==> config.mk <==
export PLATFORM = sky130hd
export DESIGN_NAME = shs_standby_ctrl
export DESIGN_NICKNAME = d
export VERILOG_FILES = /design/src/rtl/shs_pkg.sv /design/src/rtl/shs_standby_ctrl.sv
export SDC_FILE = /design/constraint.sdc
export NUM_CORES = 1
export LEC_CHECK = 0
export BUFFER_PORTS_ARGS = -buffer_cell sky130_fd_sc_hd__buf_4
export CORE_UTILIZATION = 60
export CTS_BUF_LIST = sky130_fd_sc_hd__clkbuf_16
export CTS_CLUSTER_DIAMETER = 30
export DETAILED_ROUTE_END_ITERATION = 12
export GPL_TIMING_DRIVEN = 0
export PLACE_DENSITY = 0.88
export SKIP_CTS_REPAIR_TIMING = 1
export SYNTH_ARGS = -nofsm -noshare
export SYNTH_HDL_FRONTEND = slang
export SYNTH_SLANG_ARGS = --single-unit
==> constraint.sdc <==
create_clock -name clk_sys -period 8.24 [get_ports clk_sys]
set_clock_uncertainty 0.1 [all_clocks]
set_input_delay 1.648 -clock clk_sys [delete_from_list [all_inputs] [get_ports clk_sys]]
set_output_delay 1.648 -clock clk_sys [all_outputs]
set_load 0.05 [all_outputs]
==> src/rtl/shs_pkg.sv <==
package shs_pkg;

  // ---------------------------------------------------------------------------
  // Controller states
  // ---------------------------------------------------------------------------
  typedef enum logic [2:0] {
    SHS_RUN       = 3'b000,
    SHS_HALT      = 3'b001,
    SHS_STOP      = 3'b010,
    SHS_STAB_WAIT = 3'b011,
    SHS_INT_WAIT  = 3'b100
  } shs_state_t;

  // ---------------------------------------------------------------------------
  // Wait select codes and reset values
  // ---------------------------------------------------------------------------
  localparam logic [2:0] SEL_2P11    = 3'h1;
  localparam logic [2:0] SEL_2P13    = 3'h2;
  localparam logic [2:0] SEL_2P14    = 3'h3;
  localparam logic [2:0] SEL_2P15    = 3'h4;
  localparam logic [2:0] SEL_2P16    = 3'h5;
  localparam logic [2:0] SEL_RESET   = 3'h5;
  localparam logic [4:0] STATUS_ZERO = 5'h00;

  // ---------------------------------------------------------------------------
  // Status bit positions, shortest threshold at bit 4
  // ---------------------------------------------------------------------------
  localparam int unsigned POS_2P11 = 4;
  localparam int unsigned POS_2P13 = 3;
  localparam int unsigned POS_2P14 = 2;
  localparam int unsigned POS_2P15 = 1;
  localparam int unsigned POS_2P16 = 0;

  // ---------------------------------------------------------------------------
  // Counts in high-speed clock periods and internal oscillator periods
  // ---------------------------------------------------------------------------
  localparam logic [16:0] CNT_2P11 = 17'h00800;
  localparam logic [16:0] CNT_2P13 = 17'h02000;
  localparam logic [16:0] CNT_2P14 = 17'h04000;
  localparam logic [16:0] CNT_2P15 = 17'h08000;
  localparam logic [16:0] CNT_2P16 = 17'h10000;
  localparam logic [4:0]  INT_OSC_RESUME_PERIODS = 5'h11;

  // Clock source selections seen at standby entry
  typedef struct packed {
    logic main_clock_select_bit;
    logic on_subsystem;
  } shs_clk_sel_t;

endpackage : shs_pkg

==> src/rtl/shs_standby_ctrl.sv <==
`timescale 1ns/10ps
// Behaviour
// Halt gates CPU clock only; running oscillators keep oscillating.
// Pending interrupt ends halt immediately with no stabilization wait.
// Stop instruction stops the high-speed oscillator.
// Interrupt releases stop; wait covers stabilization before CPU resumes on high-speed.
// Registers, flags and memory are held during standby.
// Port output latches and buffers are held during standby.
// Software enters stop only on high-speed or internal clock.
// Stop on internal clock leaves the internal oscillator running.
// On internal clock, CPU stays suspended 17 internal periods after stop release.
// Software stops peripherals before stop.
// Software should clear converter run bit before halt or stop.
// Halt keeps prescaler clock from CPU clock selected at halt entry.
// Internal oscillator stop bit obeyed only when option byte allows.
// Wait select 3 bits, reset 05H, codes choose 2^11 to 2^16 periods.
// Status bits set in order from shortest threshold and stay set.
// Reset, stop, or high-speed stop bits clear the status to zero.
// Wake on pending unmasked interrupt; entry after the instruction completes.
module shs_standby_ctrl (
  // Clock and reset
  input  wire logic                 clk_sys,
  input  wire logic                 resetn,
  // CPU side
  input  wire logic                 halt_insn_done,
  input  wire logic                 stop_insn_done,
  input  wire logic                 irq_pending_unmasked,
  output logic                      cpu_clk_en,
  output logic                      hold_state,
  output logic                      standby_active,
  // Clock generator side
  input  wire shs_pkg::shs_clk_sel_t clk_sel,
  input  wire logic                 main_osc_stop_bit,
  input  wire logic                 main_clock_halt_ctrl_bit,
  input  wire logic                 internal_osc_stop_bit,
  input  wire logic                 opt_int_osc_stoppable,
  input  wire logic                 hs_clk_tick,
  input  wire logic                 int_osc_tick,
  output logic                      main_osc_run,
  output logic                      int_osc_run,
  output logic                      periph_clk_sel,
  // Stabilization registers
  input  wire logic                 wait_sel_we,
  input  wire logic [2:0]           wait_sel_wdata,
  output logic [2:0]                stabilization_wait_select,
  output logic [4:0]                stabilization_status
);

  // ---------------------------------------------------------------------------
  // Types and helpers
  // ---------------------------------------------------------------------------
  function automatic logic [16:0] wait_count(input logic [2:0] sel);
    case (sel)
      shs_pkg::SEL_2P11: wait_count = shs_pkg::CNT_2P11;
      shs_pkg::SEL_2P13: wait_count = shs_pkg::CNT_2P13;
      shs_pkg::SEL_2P14: wait_count = shs_pkg::CNT_2P14;
      shs_pkg::SEL_2P15: wait_count = shs_pkg::CNT_2P15;
      default:           wait_count = shs_pkg::CNT_2P16;
    endcase
  endfunction : wait_count

  shs_pkg::shs_state_t state_reg;
  shs_pkg::shs_state_t state_next;
  logic [16:0]         stab_cnt_reg;
  logic [4:0]          rc_cnt_reg;
  logic                sel_at_entry_reg;
  logic [2:0]          wait_sel_reg;
  logic [4:0]          status_reg;
  logic                counting;
  logic                status_clear;

  assign counting = (state_reg == shs_pkg::SHS_STAB_WAIT) ||
                    (state_reg == shs_pkg::SHS_INT_WAIT);
  // A clear also restarts the count, else a stale count sets the bits again
  assign status_clear = ((state_reg == shs_pkg::SHS_RUN) && stop_insn_done &&
                         !clk_sel.on_subsystem) ||
                        main_osc_stop_bit || main_clock_halt_ctrl_bit;

  // ---------------------------------------------------------------------------
  // State machine
  // ---------------------------------------------------------------------------
  always_comb begin
    state_next = state_reg;
    case (state_reg)
      shs_pkg::SHS_RUN: begin
        if (stop_insn_done && !clk_sel.on_subsystem) begin
          state_next = shs_pkg::SHS_STOP;
        end else if (halt_insn_done) begin
          state_next = shs_pkg::SHS_HALT;
        end
      end
      shs_pkg::SHS_HALT: begin
        if (irq_pending_unmasked) begin
          state_next = shs_pkg::SHS_RUN;
        end
      end
      shs_pkg::SHS_STOP: begin
        if (irq_pending_unmasked) begin
          state_next = sel_at_entry_reg ? shs_pkg::SHS_STAB_WAIT
                                        : shs_pkg::SHS_INT_WAIT;
        end
      end
      shs_pkg::SHS_STAB_WAIT: begin
        if (hs_clk_tick && (stab_cnt_reg == wait_count(wait_sel_reg) - 17'h00001)) begin
          state_next = shs_pkg::SHS_RUN;
        end
      end
      shs_pkg::SHS_INT_WAIT: begin
        if (int_osc_tick &&
            (rc_cnt_reg == shs_pkg::INT_OSC_RESUME_PERIODS - 5'h01)) begin
          state_next = shs_pkg::SHS_RUN;
        end
      end
      default: state_next = shs_pkg::SHS_RUN;
    endcase
  end

  always_ff @(posedge clk_sys or negedge resetn) begin
    if (!resetn) begin
      state_reg <= shs_pkg::SHS_RUN;
    end else begin
      state_reg <= state_next;
    end
  end

  // Clock source captured at entry, so peripherals keep the same prescaler source
  always_ff @(posedge clk_sys or negedge resetn) begin
    if (!resetn) begin
      sel_at_entry_reg <= 1'b0;
    end else if ((state_reg == shs_pkg::SHS_RUN) && (halt_insn_done || stop_insn_done)) begin
      sel_at_entry_reg <= clk_sel.main_clock_select_bit;
    end
  end

  // ---------------------------------------------------------------------------
  // Stabilization counters
  // ---------------------------------------------------------------------------
  // The high-speed counter also runs after an internal-clock stop release, so status
  // still reflects the elapsed oscillation time; it stops at the selected wait.
  logic hs_counting_reg;

  always_ff @(posedge clk_sys or negedge resetn) begin
    if (!resetn) begin
      hs_counting_reg <= 1'b0;
      stab_cnt_reg    <= 17'h00000;
    end else if (state_reg == shs_pkg::SHS_STOP) begin
      hs_counting_reg <= irq_pending_unmasked;
      stab_cnt_reg    <= 17'h00000;
    end else if (status_clear) begin
      stab_cnt_reg <= 17'h00000;
    end else if (hs_counting_reg && hs_clk_tick) begin
      stab_cnt_reg <= stab_cnt_reg + 17'h00001;
      if (stab_cnt_reg == wait_count(wait_sel_reg) - 17'h00001) begin
        hs_counting_reg <= 1'b0;
      end
    end
  end

  always_ff @(posedge clk_sys or negedge resetn) begin
    if (!resetn) begin
      rc_cnt_reg <= 5'h00;
    end else if (state_reg != shs_pkg::SHS_INT_WAIT) begin
      rc_cnt_reg <= 5'h00;
    end else if (int_osc_tick) begin
      rc_cnt_reg <= rc_cnt_reg + 5'h01;
    end
  end

  // ---------------------------------------------------------------------------
  // Wait select and status registers
  // ---------------------------------------------------------------------------
  always_ff @(posedge clk_sys or negedge resetn) begin
    if (!resetn) begin
      wait_sel_reg <= shs_pkg::SEL_RESET;
    end else if (wait_sel_we) begin
      wait_sel_reg <= wait_sel_wdata;
    end
  end

  // Reaching a count of 2^n sets that bit; shorter-threshold bits already set, so order holds
  always_ff @(posedge clk_sys or negedge resetn) begin
    if (!resetn) begin
      status_reg <= shs_pkg::STATUS_ZERO;
    end else if (status_clear) begin
      status_reg <= shs_pkg::STATUS_ZERO;
    end else begin
      if (stab_cnt_reg >= shs_pkg::CNT_2P11) status_reg[shs_pkg::POS_2P11] <= 1'b1;
      if (stab_cnt_reg >= shs_pkg::CNT_2P13) status_reg[shs_pkg::POS_2P13] <= 1'b1;
      if (stab_cnt_reg >= shs_pkg::CNT_2P14) status_reg[shs_pkg::POS_2P14] <= 1'b1;
      if (stab_cnt_reg >= shs_pkg::CNT_2P15) status_reg[shs_pkg::POS_2P15] <= 1'b1;
      if (stab_cnt_reg >= shs_pkg::CNT_2P16) status_reg[shs_pkg::POS_2P16] <= 1'b1;
    end
  end

  // ---------------------------------------------------------------------------
  // Outputs
  // ---------------------------------------------------------------------------
  assign cpu_clk_en     = (state_reg == shs_pkg::SHS_RUN);
  assign standby_active = (state_reg != shs_pkg::SHS_RUN);
  assign hold_state     = standby_active;
  assign main_osc_run   = !main_osc_stop_bit &&
                          (state_reg != shs_pkg::SHS_STOP);
  assign int_osc_run    = !(internal_osc_stop_bit && opt_int_osc_stoppable);
  assign periph_clk_sel = standby_active ? sel_at_entry_reg
                                         : clk_sel.main_clock_select_bit;
  assign stabilization_wait_select = wait_sel_reg;
  assign stabilization_status      = status_reg;

  // ---------------------------------------------------------------------------
  // Checks
  // ---------------------------------------------------------------------------
  halt_wake_fast_a: assert property (@(posedge clk_sys) disable iff (!resetn)
    (state_reg == shs_pkg::SHS_HALT) && irq_pending_unmasked |=> cpu_clk_en)
    else $error("halt not released in one cycle");

  halt_osc_keep_a: assert property (@(posedge clk_sys) disable iff (!resetn)
    (state_reg == shs_pkg::SHS_HALT) && !main_osc_stop_bit |-> main_osc_run && !cpu_clk_en)
    else $error("halt stopped oscillator or left cpu clock");

  stop_osc_off_a: assert property (@(posedge clk_sys) disable iff (!resetn)
    (state_reg == shs_pkg::SHS_RUN) && stop_insn_done && !clk_sel.on_subsystem
    |=> !main_osc_run && !cpu_clk_en)
    else $error("stop did not stop oscillator");

  stop_wait_held_a: assert property (@(posedge clk_sys) disable iff (!resetn)
    (state_reg == shs_pkg::SHS_STOP) && irq_pending_unmasked && sel_at_entry_reg
    |=> !cpu_clk_en [*8])
    else $error("cpu resumed before stabilization");

  rc_suspend_a: assert property (@(posedge clk_sys) disable iff (!resetn)
    (state_reg == shs_pkg::SHS_INT_WAIT) && !cpu_clk_en |-> rc_cnt_reg <= 5'h11)
    else $error("internal wait overran");

  int_osc_opt_a: assert property (@(posedge clk_sys) disable iff (!resetn)
    !opt_int_osc_stoppable |-> int_osc_run)
    else $error("internal oscillator stopped without option");

  sel_reset_a: assert property (@(posedge clk_sys)
    $rose(resetn) |-> stabilization_wait_select == shs_pkg::SEL_RESET)
    else $error("wait select reset value wrong");

  status_sticky_a: assert property (@(posedge clk_sys) disable iff (!resetn)
    !main_osc_stop_bit && !main_clock_halt_ctrl_bit && !stop_insn_done
    |=> ((status_reg & $past(status_reg)) == $past(status_reg)))
    else $error("status bit fell");

  status_clear_a: assert property (@(posedge clk_sys) disable iff (!resetn)
    main_osc_stop_bit |=> stabilization_status == 5'h00)
    else $error("status not cleared");

  periph_keep_a: assert property (@(posedge clk_sys) disable iff (!resetn)
    (state_reg == shs_pkg::SHS_HALT) |-> periph_clk_sel == sel_at_entry_reg)
    else $error("peripheral clock source changed in halt");

  wait_hold_a: assert property (@(posedge clk_sys) disable iff (!resetn)
    counting |-> standby_active && !cpu_clk_en)
    else $error("cpu clock ran during a wake wait");

  hold_standby_a: assert property (@(posedge clk_sys) disable iff (!resetn)
    standby_active |-> hold_state && !cpu_clk_en)
    else $error("state not held in standby");

  halt_entry_a: assert property (@(posedge clk_sys) disable iff (!resetn)
    (state_reg == shs_pkg::SHS_RUN) && halt_insn_done && !stop_insn_done
    |=> standby_active && !cpu_clk_en)
    else $error("halt not entered after the instruction");

  sub_stop_ignore_a: assert property (@(posedge clk_sys) disable iff (!resetn)
    (state_reg == shs_pkg::SHS_RUN) && stop_insn_done && clk_sel.on_subsystem &&
    !halt_insn_done |=> cpu_clk_en)
    else $error("stop taken on subsystem clock");

  stab_early_a: assert property (@(posedge clk_sys) disable iff (!resetn)
    (state_reg == shs_pkg::SHS_STAB_WAIT)
    |-> hs_counting_reg && (stab_cnt_reg < wait_count(wait_sel_reg)))
    else $error("stabilization count idle or past its end");

  stab_exit_a: assert property (@(posedge clk_sys) disable iff (!resetn)
    (state_reg == shs_pkg::SHS_STAB_WAIT) && hs_clk_tick &&
    (stab_cnt_reg == wait_count(wait_sel_reg) - 17'h00001) |=> cpu_clk_en)
    else $error("cpu not resumed at end of wait");

  int_exit_a: assert property (@(posedge clk_sys) disable iff (!resetn)
    (state_reg == shs_pkg::SHS_INT_WAIT) && int_osc_tick &&
    (rc_cnt_reg == shs_pkg::INT_OSC_RESUME_PERIODS - 5'h01) |=> cpu_clk_en)
    else $error("cpu not resumed after internal wait");

  int_osc_stay_a: assert property (@(posedge clk_sys) disable iff (!resetn)
    (state_reg == shs_pkg::SHS_STOP) && !sel_at_entry_reg && !internal_osc_stop_bit
    |-> int_osc_run && !main_osc_run)
    else $error("internal stop changed the wrong oscillator");

  stop_clear_a: assert property (@(posedge clk_sys) disable iff (!resetn)
    (state_reg == shs_pkg::SHS_RUN) && stop_insn_done && !clk_sel.on_subsystem
    |=> stabilization_status == shs_pkg::STATUS_ZERO)
    else $error("status not cleared by stop");

  halt_ctrl_clear_a: assert property (@(posedge clk_sys) disable iff (!resetn)
    main_clock_halt_ctrl_bit |=> stabilization_status == shs_pkg::STATUS_ZERO)
    else $error("status not cleared by clock halt bit");

  clear_stays_a: assert property (@(posedge clk_sys) disable iff (!resetn)
    status_clear && !hs_counting_reg && (state_reg != shs_pkg::SHS_STOP)
    |-> ##2 (stabilization_status == shs_pkg::STATUS_ZERO))
    else $error("status set again after a clear");

  status_order_a: assert property (@(posedge clk_sys) disable iff (!resetn)
    (!status_reg[shs_pkg::POS_2P13] || status_reg[shs_pkg::POS_2P11]) &&
    (!status_reg[shs_pkg::POS_2P14] || status_reg[shs_pkg::POS_2P13]) &&
    (!status_reg[shs_pkg::POS_2P15] || status_reg[shs_pkg::POS_2P14]) &&
    (!status_reg[shs_pkg::POS_2P16] || status_reg[shs_pkg::POS_2P15]))
    else $error("status bits out of order");

  sel_write_a: assert property (@(posedge clk_sys) disable iff (!resetn)
    wait_sel_we |=> stabilization_wait_select == $past(wait_sel_wdata))
    else $error("wait select write lost");

  periph_live_a: assert property (@(posedge clk_sys) disable iff (!resetn)
    !standby_active |-> periph_clk_sel == clk_sel.main_clock_select_bit)
    else $error("peripheral clock source not live while running");

endmodule : shs_standby_ctrl

After elaboration in Yosys (flattened, before gate mapping)

Cells that the tools add are included.

Eq/ne operators: 19
Order comparisons: 5
Reduce and logical (&&, ||, !) cells: 28
$add $sub $neg: 4
Muxes and demuxes: 29

Operators by type and width:

| operator                                                                | number |
|---|---|
| 17-bit 2-to-1 mux                                                       | 7 |
| 17-bit one-hot mux with 4 select lines                                  | 1 |
| 17-bit == test                                                          | 2 |
| 17-bit by 1-bit subtractor with 17-bit output, second input constant    | 2 |
| 3-bit 2-to-1 mux                                                        | 7 |
| 17-bit by 1-bit adder with 17-bit output, second input constant         | 1 |
| 17-bit by 12-bit >= comparator with 1-bit output, second input constant | 1 |
| 17-bit by 14-bit >= comparator with 1-bit output, second input constant | 1 |
| 17-bit by 15-bit >= comparator with 1-bit output, second input constant | 1 |
| 17-bit by 16-bit >= comparator with 1-bit output, second input constant | 1 |
| 17-bit >= comparator, second input constant                             | 1 |
| 2-bit nonzero test                                                      | 8 |
| 5-bit 2-to-1 mux                                                        | 3 |
| 3-bit one-hot mux with 5 select lines                                   | 1 |
| 3-bit by 2-bit == test with 1-bit output, second input constant         | 4 |
| 1-bit 2-to-1 mux                                                        | 10 |
| 1-bit logical AND                                                       | 9 |
| 3-bit by 1-bit == test with 1-bit output, second input constant         | 2 |
| 3-bit == test, second input constant                                    | 2 |
| 2-bit by 1-bit inequality test with 1-bit output, second input constant | 3 |
| 3-bit by 2-bit inequality test with 1-bit output, second input constant | 2 |
| 3-bit nonzero test                                                      | 2 |
| 5-bit by 1-bit adder with 5-bit output, second input constant           | 1 |
| 5-bit == test, second input constant                                    | 1 |
| 7 further kinds                                                         | 12 |

Flip-flop bits (word level): 35

Longest topological paths before layout

Gate-level depths: netlist (run 1).

Depth in word-level cells: 13
Mapped depth: 8
Gate-level depth less buffers: 8

Worst setup path before layout (run 1)

Ideal clock, no wire load.

Path type: reg2out
From: register state_reg[1]
To: output port periph_clk_sel
Slack: 4.015 ns
Arrival time: 2.477 ns
Buffers on the path: 1
Data required time: 6.492 ns
Stages on the path, launching flop included: 5
Path through: dfrtp_1 > clkbuf_1 > or3_1 > inv_2 > o21ai_0

Cells in the longest elaborated chain, start to end: 2

RTL lines:

| item                   | line                    | RTL |
|---|---|---|
| from (decl)            | shs_standby_ctrl.sv:62  | `shs_pkg::shs_state_t state_reg;` |
| from (signal assigned) | shs_standby_ctrl.sv:120 | `state_reg <= shs_pkg::SHS_RUN;` |
| from (signal assigned) | shs_standby_ctrl.sv:122 | `state_reg <= state_next;` |
| 3-bit nonzero test     | shs_standby_ctrl.sv:199 | `assign standby_active = (state_reg != shs_pkg::SHS_RUN);` |
| via hold_state         | shs_standby_ctrl.sv:29  | `output logic hold_state,` |
| 1-bit 2-to-1 mux       | shs_standby_ctrl.sv:204 | `assign periph_clk_sel = standby_active ? sel_at_entry_reg` |
| to (decl)              | shs_standby_ctrl.sv:41  | `output logic periph_clk_sel,` |

The timed path passes the listed nets, and every way through them passes these cells.

Worst setup path in the final report (run 1)

From: input port main_osc_stop_bit
To: output port main_osc_run

Cells in the longest elaborated chain, start to end: 2

RTL lines:

| item              | line                    | RTL |
|---|---|---|
| from (decl)       | shs_standby_ctrl.sv:33  | `input wire logic main_osc_stop_bit,` |
| 1-bit zero test   | shs_standby_ctrl.sv:201 | `assign main_osc_run = !main_osc_stop_bit &&` |
| 1-bit logical AND | shs_standby_ctrl.sv:201 |  |
| to (decl)         | shs_standby_ctrl.sv:39  | `output logic main_osc_run,` |

No other way between the ends.

==> results of run 1 <==
[cells in the mapped netlist (3+ instances only)]
cell type and instances:
sky130_fd_sc_hd__nor4_1 3, sky130_fd_sc_hd__nor3_1 3, sky130_fd_sc_hd__nor2_1 36, sky130_fd_sc_hd__dfrtp_1 33, sky130_fd_sc_hd__nand2b_1 3, sky130_fd_sc_hd__o21ai_0 3, sky130_fd_sc_hd__xor2_1 12, sky130_fd_sc_hd__nand4_1 3
sky130_fd_sc_hd__inv_1 10, sky130_fd_sc_hd__nor2b_1 3, sky130_fd_sc_hd__nand2_1 15, sky130_fd_sc_hd__and3_1 5, sky130_fd_sc_hd__xnor2_1 12, sky130_fd_sc_hd__ha_1 5, sky130_fd_sc_hd__a21oi_1 5, sky130_fd_sc_hd__nand3_1 10
sky130_fd_sc_hd__mux2_2 5
[stage by stage]
stage	power, uW	hold slack, ps	worst slack [ps]	cell area [um^2]	std cells
floorplan	357	397	4010	1880	197
detailed placement	416	403	4380	2140	258
global route	620	442	4380	2280	266
global placement	410	379	4410	2140	258
finish	595	413	4370	2280	266
CTS	596	416	4380	2280	266
[report_power, final]
part | internal (uW) | switching (uW)
Combinational | 75.3 | 140
Clock | 109 | 65.9
Sequential | 188 | 17.0
Total | 372 | 223
[cell families after synthesis]
logic type	count (synthesis)	share of synthesized area, %
AO/OA/AOI/OAI	19	7.73
XOR/XNOR	24	11.2
adder cells (fa/ha/maj)	5	3.33
buffers and inverters	16	3.53
flip-flops	35	46.8
multiplexers	6	3.53
AND/OR/NAND/NOR	92	23.9
[per-layer routing]
layer / global-route usage (%) / vias up / wire length [um]
met5: 0 / - / 0
met4: 7.14 / 0 / 38
met2: 44.5 / 57 / 1940
met3: 7.37 / 4 / 234
li1: - / 741 / -
met1: 33.7 / 740 / 1710
[worst min path at each step]
stage,start,end,slack [ps],cells past startpoint
finish,stabilization_status[1]$_DFFE_PN0P_,stabilization_status[1]$_DFFE_PN0P_,410,2
global route,stabilization_status[2]$_DFFE_PN0P_,stabilization_status[2]$_DFFE_PN0P_,440,2
CTS,stabilization_status[1]$_DFFE_PN0P_,stabilization_status[1]$_DFFE_PN0P_,420,2
detailed placement,stabilization_status[1]$_DFFE_PN0P_,stabilization_status[1]$_DFFE_PN0P_,400,2
global placement,stabilization_status[0]$_DFFE_PN0P_,stabilization_status[0]$_DFFE_PN0P_,380,2
floorplan,rc_cnt_reg[4]$_DFFE_PN0P_,rc_cnt_reg[4]$_DFFE_PN0P_,400,2
[cell type report]
| type | instances | area (um^2) |
|---|---|---|
| multi-input cells | 146 | 933 |
| flip-flops and latches | 35 | 878 |
| fillers | 176 | 573 |
| repair buffers | 30 | 225 |
| clock buffers | 5 | 125 |
| inverters | 11 | 41.3 |
| well taps | 31 | 38.8 |
| plain buffers | 5 | 25.0 |
| clock inverters | 3 | 12.5 |
[worst min-delay path, stage by stage, from the launching register on]
cell and delay [ps]:
sky130_fd_sc_hd__dfrtp_1 350, sky130_fd_sc_hd__nor3_1 50, sky130_fd_sc_hd__nor2_1 70
==> flow_metrics.py, run 1 <==
metrics = {
    "power_and_ir_drop": {
        "power.density_mw_per_mm2": 261,
        "pleak_uw": 0.000998,
        "vdd_drop_max_v": 0.000179,
    },
    "worst_setup_path": {
        "crit_type": "in2out",
        "r2r.worst_path.cells": 7,
        "slowest_cell_on_the_critical_path": "sky130_fd_sc_hd__buf_4",
        "worstSetupStartpointType": "input pin",
        "crit_end": "main_osc_run",
        "cp-startpoint": "main_osc_stop_bit",
        "regToRegSetupSlack_ps": 5260,
        "worst_path_dominant_cell_family": "buffers and inverters",
        "timing.critical_path.arrival_ps": 2120,
        "crit_path_max_fanout": 2,
        "timing.critical_path.cells": "buf_4, a21oi_1, buf_4",
        "worst_r2r_endpoint": "state_reg[0]$_DFFE_PN0P_",
        "cpMostUsedCell": "sky130_fd_sc_hd__buf_4",
        "cp_num_cells": 3,
        "worstPathBufferInverterCount": 2,
        "regToRegStartpoint": "stabilization_wait_select[0]$_DFFE_PN1P_",
        "critical_path.max_stage_delay_ps": 220,
        "worst_ep_required_time_ps": 6490,
        "timing.critical_path.to_type": "output pin",
    },
    "yosys": {
        "synth_enable_flop_cells": 0,
        "syn_area_mm2": 0.00188,
        "area_share_of_the_largest_cell_type_after_synthesis_pct": 44.0,
        "synthesis.area_per_instance_um2": 9.53,
        "synth.top_cells.by_area": "sky130_fd_sc_hd__dfrtp_1 44%, sky130_fd_sc_hd__nor2_1 7.2%, sky130_fd_sc_hd__xnor2_1 5.6%",
        "synth_cells": 197,
        "netlist.top_cell.by_area": "sky130_fd_sc_hd__dfrtp_1",
        "yosys_warnings": 0,
        "synth_seq_area_share_pct": 46.8,
        "syn_nets": 219,
        "ys_ff_latch": 35,
        "async_flop_share_pct": 100,
        "yosys_most_used_dff": "sky130_fd_sc_hd__dfrtp_1",
        "yosys.cell_types.count": 40,
    },
    "clock_tree": {
        "cts_tree": "yes",
        "cts_htree_levels": 2,
        "clock_insertion_delay_worst_skew_ps": 280,
        "cts_buffer_depth": 2,
        "cts_inserted_buffers": 5,
        "cts.reportedPaths.clkPinSlew_ps": 50,
        "cts_root_buf": "sky130_fd_sc_hd__clkbuf_16",
        "cts.sinks": 35,
    },
    "routing": {
        "drc_errors": 3,
        "via_per_instance_ratio": 5.80,
        "ant_nets": 0,
        "routed-via-count": 1542,
        "drt_pass1_iterations": 9,
        "drt_first_iter_violations": 86,
        "wire_per_inst_um": 14.8,
        "wl_mm": 3.92,
    },
    "grt": {
        "grt_usage_pct": 26.5,
        "grt_remaining_overflow": 0,
        "initial_antenna_violation_count": 0,
        "grt_max_degree": 36,
        "wire_length_of_the_first_global_routing_pass_mm": 6.69,
        "first_global_vias": 1542,
    },
    "floorplanning": {
        "design.die.area_mm2": 0.00336,
        "dieHeight_um": 57.9,
        "number_of_top_level_pins": 31,
        "num_rows": 19,
        "fp.dieW_um": 57.9,
        "initial_core_util_pct": 65.8,
        "placeableCoreArea_mm2": 0.00285,
    },
    "sta": {
        "report.final.setup_viol": 0,
        "max_slew.worst_pin.slew_ps": 894,
        "layout_min_cycle_time_ps": 3870,
        "rsz_0062_raised_after_global_routing": "no",
        "timing_hold_violations_final": 0,
        "achievable-frequency_mhz": 258,
        "setup_total_negative_slack_ps": 0,
        "final-max-slew-violation-count": 0,
        "timing.slew.headroom_pct": 39.9,
        "min_period_over_period_pct": 47.0,
    },
    "layout": {
        "finalNetCount": 256,
        "largest_register_ffs": 17,
        "n_antenna_cell": 0,
        "most-common-layout-cells": "36 x sky130_fd_sc_hd__nor2_1, 33 x sky130_fd_sc_hd__dfrtp_1, 31 x sky130_fd_sc_hd__buf_4",
        "layout_commonest_cell": "sky130_fd_sc_hd__nor2_1",
        "final_core_utilization_pct": 79.9,
        "flow.area_growth_from_synthesis_pct": 21.4,
        "layout-drive-gt1-share_pct": 21.7,
    },
    "run": {
        "maxCapViolations": 0,
    },
    "placed_design": {
        "gp_congestion": 0.886,
        "post-dp-hpwl_mm": 2.78,
        "quantity_of_i_o_buffers_inserted_on_ports": 30,
    },
    "worst_hold_path": {
        "timing.hold.worst.class": "reg2reg",
    },
    "run_status": {
        "failed_checks": "design-rule violations",
        "outcome": "complete, but fails checks",
    },
}
Power figures use the tool's default switching activity.
==> run 2: changes to the inputs <==
CORE_UTILIZATION = 50   (was 60)
PLACE_DENSITY = 0.79   (was 0.88)
clock period = 3.5 ns   (was 8.24 ns; I/O delays follow)
==> flow_metrics.py, run 2 (synthesis gave the netlist of run 1 again) <==
metrics = {
    "worst_hold_path": {
        "timing.hold.worst.class": "in2async",
    },
    "routing": {
        "routed-via-count": 1510,
        "via_per_instance_ratio": 5.37,
        "ant_nets": 0,
        "drt_pass1_iterations": 4,
        "drt_first_iter_violations": 52,
        "wl_mm": 3.57,
        "wire_per_inst_um": 12.7,
        "drc_errors": 0,
    },
    "grt": {
        "first_global_vias": 1468,
        "wire_length_of_the_first_global_routing_pass_mm": 6.36,
        "initial_antenna_violation_count": 0,
        "grt_usage_pct": 20.9,
        "grt_max_degree": 36,
        "grt_remaining_overflow": 0,
    },
    "floorplanning": {
        "number_of_top_level_pins": 31,
        "initial_core_util_pct": 54.1,
        "num_rows": 21,
        "fp.dieW_um": 63.3,
        "placeableCoreArea_mm2": 0.00347,
        "design.die.area_mm2": 0.00400,
        "dieHeight_um": 63.3,
    },
    "sta": {
        "rsz_0062_raised_after_global_routing": "no",
        "layout_min_cycle_time_ps": 2950,
        "achievable-frequency_mhz": 339,
        "max_slew.worst_pin.slew_ps": 1030,
        "setup_total_negative_slack_ps": 0,
        "report.final.setup_viol": 0,
        "finalWorstSetupSlack_ps": 553,
        "timing.slew.headroom_pct": 30.9,
        "timing_hold_violations_final": 0,
        "whs_ps": 261,
        "final-max-slew-violation-count": 0,
        "min_period_over_period_pct": 84.2,
    },
    "power_and_ir_drop": {
        "pleak_uw": 0.000986,
        "netSwitchingPower_uw": 503,
        "vdd_drop_max_v": 0.000644,
        "power.share.combinational_pct": 35.1,
        "cellInternalPower_uw": 877,
        "power_frac_seq_pct": 34.6,
        "power.density_mw_per_mm2": 600,
        "clock_power_share_pct": 30.2,
        "p_sw_share_pct": 36.4,
    },
    "worst_setup_path": {
        "crit_type": "reg2reg",
        "regToRegStartpoint": "stabilization_wait_select[0]$_DFFE_PN1P_",
        "worst_r2r_endpoint": "state_reg[0]$_DFFE_PN0P_",
        "timing.critical_path.to_type": "register",
        "slowest_cell_on_the_critical_path": "sky130_fd_sc_hd__dfstp_2",
        "r2r.worst_path.cells": 7,
        "critical_path.max_stage_delay_ps": 590,
        "worstSetupStartpointType": "register",
        "worst_ep_required_time_ps": 3560,
        "timing.critical_path.arrival_ps": 3010,
        "regToRegSetupSlack_ps": 550,
        "timing.critical_path.cells": "or3b_4, ha_1, xnor2_1, or4_1, a2111oi_4, a211oi_1, a311o_1",
        "crit_path_max_fanout": 8,
    },
    "layout": {
        "layout-drive-gt1-share_pct": 21.7,
        "largest_register_ffs": 17,
        "finalNetCount": 256,
        "layout_commonest_cell": "sky130_fd_sc_hd__nor2_1",
        "n_antenna_cell": 0,
        "most-common-layout-cells": "36 x sky130_fd_sc_hd__nor2_1, 33 x sky130_fd_sc_hd__dfrtp_1, 31 x sky130_fd_sc_hd__buf_4",
        "flow.area_growth_from_synthesis_pct": 22.5,
    },
    "clock_tree": {
        "cts_inserted_buffers": 5,
        "cts_buffer_depth": 2,
        "cts_tree": "yes",
        "cts.sinks": 35,
        "cts_htree_levels": 2,
        "cts_root_buf": "sky130_fd_sc_hd__clkbuf_16",
        "clock_insertion_delay_worst_skew_ps": 280,
        "cts.reportedPaths.clkPinSlew_ps": 50,
    },
    "run": {
        "maxCapViolations": 0,
    },
    "placed_design": {
        "pre_cts_slack_ps": 550,
        "post-dp-hpwl_mm": 2.59,
        "gp_congestion": 0.804,
        "quantity_of_i_o_buffers_inserted_on_ports": 30,
    },
    "run_status": {
        "outcome": "finished, final reports clean",
    },
}
run 2: cell type report:
class | instances | area, um^2
Buffer | 5 | 25.0
Clock buffer | 5 | 125
Clock inverter | 3 | 15.0
Fill cell | 316 | 1170
Inverter | 11 | 41.3
Multi-Input combinational cell | 146 | 933
Sequential cell | 35 | 878
Tap cell | 46 | 57.6
Timing Repair Buffer | 30 | 225
run 2: critical path: cells and delay by family (launching register included):
kind / cells / cell delay [ps]
flip-flops: 1 / 590
adder cells (fa/ha/maj): 1 / 320
XOR/XNOR: 1 / 120
AND/OR/NAND/NOR: 2 / 860
AO/OA/AOI/OAI: 3 / 850
run 2: how the worst max path moves through the flow:
stage	start	endpoint	slack, ps	depth (start not counted)
6_report	stabilization_wait_select[0]$_DFFE_PN1P_	state_reg[0]$_DFFE_PN0P_	550	7
4_1_cts	stabilization_wait_select[0]$_DFFE_PN1P_	state_reg[0]$_DFFE_PN0P_	540	7
3_3_place_gp	stabilization_wait_select[0]$_DFFE_PN1P_	state_reg[0]$_DFFE_PN0P_	560	7
2_1_floorplan	state_reg[1]$_DFFE_PN0P_	periph_clk_sel	220	4
3_5_place_dp	stabilization_wait_select[0]$_DFFE_PN1P_	state_reg[0]$_DFFE_PN0P_	550	7
5_1_grt	stabilization_wait_select[0]$_DFFE_PN1P_	state_reg[0]$_DFFE_PN0P_	450	7
run 2: power by group through the flow:
stage / Combinational (uW) / Sequential (uW) / Clock [uW]
final: 485 / 478 / 417
after global routing: 525 / 483 / 452
after CTS: 489 / 478 / 426
after detailed placement: 486 / 485 / 0
after global placement: 485 / 483 / 0
after floorplan: 352 / 488 / 0
run 2: metal layers:
layer | vias to the layer above | GRT usage, % | wire length, um
met5 | - | 0 | 0
met4 | 0 | 12.8 | 90
met3 | 7 | 4.35 | 158
met2 | 46 | 32.3 | 1650
met1 | 723 | 26.6 | 1660
li1 | 734 | - | -
run 2: stage by stage:
step | power [uW] | cell area, um^2 | utilization [%] | cells
3_3_place_gp | 968 | 2160 | 62.3 | 273
4_1_cts | 1390 | 2300 | 66.3 | 281
6_report | 1380 | 2300 | 66.3 | 281
3_5_place_dp | 971 | 2160 | 62.3 | 273
2_1_floorplan | 840 | 1880 | - | 197
5_1_grt | 1460 | 2300 | 66.3 | 281
==> run 3: changes to the inputs <==
clock period = 2.69 ns   (was 3.5 ns; I/O delays follow)
==> flow_metrics.py, run 3 (synthesis gave the netlist of run 1 again) <==
metrics = {
    "run_status": {
        "outcome": "complete, but fails checks",
        "failed_checks": "negative setup slack",
    },
    "power_and_ir_drop": {
        "pleak_uw": 0.00100,
        "power.density_mw_per_mm2": 781,
        "vdd_drop_max_v": 0.00106,
    },
    "clock_tree": {
        "clock_insertion_delay_worst_skew_ps": 280,
        "cts.sinks": 35,
        "cts_inserted_buffers": 5,
        "cts_tree": "yes",
        "cts.reportedPaths.clkPinSlew_ps": 50,
        "cts_buffer_depth": 2,
        "cts_htree_levels": 2,
        "cts_root_buf": "sky130_fd_sc_hd__clkbuf_16",
    },
    "worst_setup_path": {
        "timing.critical_path.arrival_ps": 2810,
        "cp-startpoint": "stabilization_wait_select[0]$_DFFE_PN1P_",
        "worstSetupStartpointType": "register",
        "worst_ep_required_time_ps": 2750,
        "regToRegStartpoint": "stabilization_wait_select[0]$_DFFE_PN1P_",
        "timing.critical_path.to_type": "register",
        "crit_type": "reg2reg",
        "crit_path_max_fanout": 8,
    },
    "worst_hold_path": {
        "timing.hold.worst.class": "in2async",
    },
    "routing": {
        "wire_per_inst_um": 13.0,
        "wl_mm": 3.67,
        "via_per_instance_ratio": 5.28,
        "drt_first_iter_violations": 86,
        "drc_errors": 0,
        "routed-via-count": 1488,
        "ant_nets": 0,
        "drt_pass1_iterations": 4,
    },
    "placed_design": {
        "post_dp_cell_area_mm2": 0.00219,
        "quantity_of_i_o_buffers_inserted_on_ports": 30,
        "post-dp-hpwl_mm": 2.57,
        "gp_congestion": 0.770,
    },
    "layout": {
        "finalInstanceArea_mm2": 0.00233,
        "largest_register_ffs": 17,
        "most-common-layout-cells": "36 x sky130_fd_sc_hd__nor2_1, 33 x sky130_fd_sc_hd__dfrtp_1, 32 x sky130_fd_sc_hd__buf_4",
        "flow.area_growth_from_synthesis_pct": 24.3,
        "layout-drive-gt1-share_pct": 23.3,
        "fillCellCount": 298,
        "finalNetCount": 257,
        "layout_commonest_cell": "sky130_fd_sc_hd__nor2_1",
        "n_antenna_cell": 0,
    },
    "sta": {
        "whs_ps": 102,
        "report.final.setup_viol": 1,
        "achievable-frequency_mhz": 363,
        "timing_hold_violations_final": 0,
        "layout_min_cycle_time_ps": 2750,
        "timing.slew.headroom_pct": 39.8,
        "final-max-slew-violation-count": 0,
        "rsz_0062_raised_after_global_routing": "yes",
        "max_slew.worst_pin.slew_ps": 895,
        "finalWorstSetupSlack_ps": -61.0,
        "min_period_over_period_pct": 102,
    },
    "grt": {
        "initial_antenna_violation_count": 0,
        "first_global_vias": 1448,
        "grt_usage_pct": 20.9,
        "wire_length_of_the_first_global_routing_pass_mm": 6.33,
        "grt_max_degree": 36,
        "grt_remaining_overflow": 0,
    },
    "floorplanning": {
        "placeableCoreArea_mm2": 0.00347,
        "number_of_top_level_pins": 31,
        "initial_core_util_pct": 54.1,
        "dieHeight_um": 63.3,
        "design.die.area_mm2": 0.00400,
        "fp.dieW_um": 63.3,
        "num_rows": 21,
    },
    "run": {
        "maxCapViolations": 0,
    },
}
[run 3: where the power goes]
group	total [uW]	internal (uW)	switching [uW]
registers	627	576	50.3
clock network	543	333	210
logic	654	240	414
[run 3: stage by stage]
step	setup WS (ps)	setup TNS, ps	cells	total power (uW)	utilization (%)
after floorplan	-27.6	-27.6	197	1110	-
after global placement	-54.3	-54.3	273	1280	63.1
after detailed placement	-78.7	-78.7	273	1280	63.1
after CTS	-82.4	-82.4	281	1830	67.1
after global routing	-159	-202	282	1920	67.3
final	-61.0	-61.0	282	1820	67.3
[run 3: worst paths after layout]
kind,endpoint,slack (ps),cells after the start
min,stab_cnt_reg[12]$_DFFE_PN0P_,100,1
max,state_reg[0]$_DFFE_PN0P_,-60,7
max in group asynchronous,stabilization_wait_select[2]$_DFFE_PN1P_,2040,1
min reg2reg,stabilization_status[1]$_DFFE_PN0P_,400,2
min in group clk_sys,stabilization_wait_select[2]$_DFFE_PN1P_,390,2
max reg2reg,state_reg[0]$_DFFE_PN0P_,-60,7
[run 3: worst max-delay path, stage by stage, from the launching register on]
cell                        delay [ps]
sky130_fd_sc_hd__dfstp_4           640
sky130_fd_sc_hd__or3b_4            420
sky130_fd_sc_hd__ha_4              230
sky130_fd_sc_hd__xnor2_1           130
sky130_fd_sc_hd__or4_4             430
sky130_fd_sc_hd__a2111oi_4         260
sky130_fd_sc_hd__a211oi_2          140
sky130_fd_sc_hd__a311o_1           280
[run 3: final cells by class]
| type | count | area (um^2) | share of cell area [%] |
|---|---|---|---|
| inverter | 11 | 41.3 | 1.77 |
| timing repair buffer | 31 | 233 | 9.97 |
| multi-input combinational | 146 | 958 | 41.1 |
| clock inverter | 3 | 11.3 | 0.483 |
| buffer | 5 | 25.0 | 1.07 |
| sequential | 35 | 882 | 37.8 |
| tap | 46 | 57.6 | 2.47 |
| clock buffer | 5 | 125 | 5.36 |
[run 3: metal layers]
metal | global-route usage, % | up-vias | part of all wire, %
met5 | 0 | - | 0
met1 | 25.3 | 709 | 46
met4 | 8.81 | 0 | 1.8
met3 | 7.25 | 7 | 4.0
li1 | - | 743 | -
met2 | 33.7 | 29 | 48
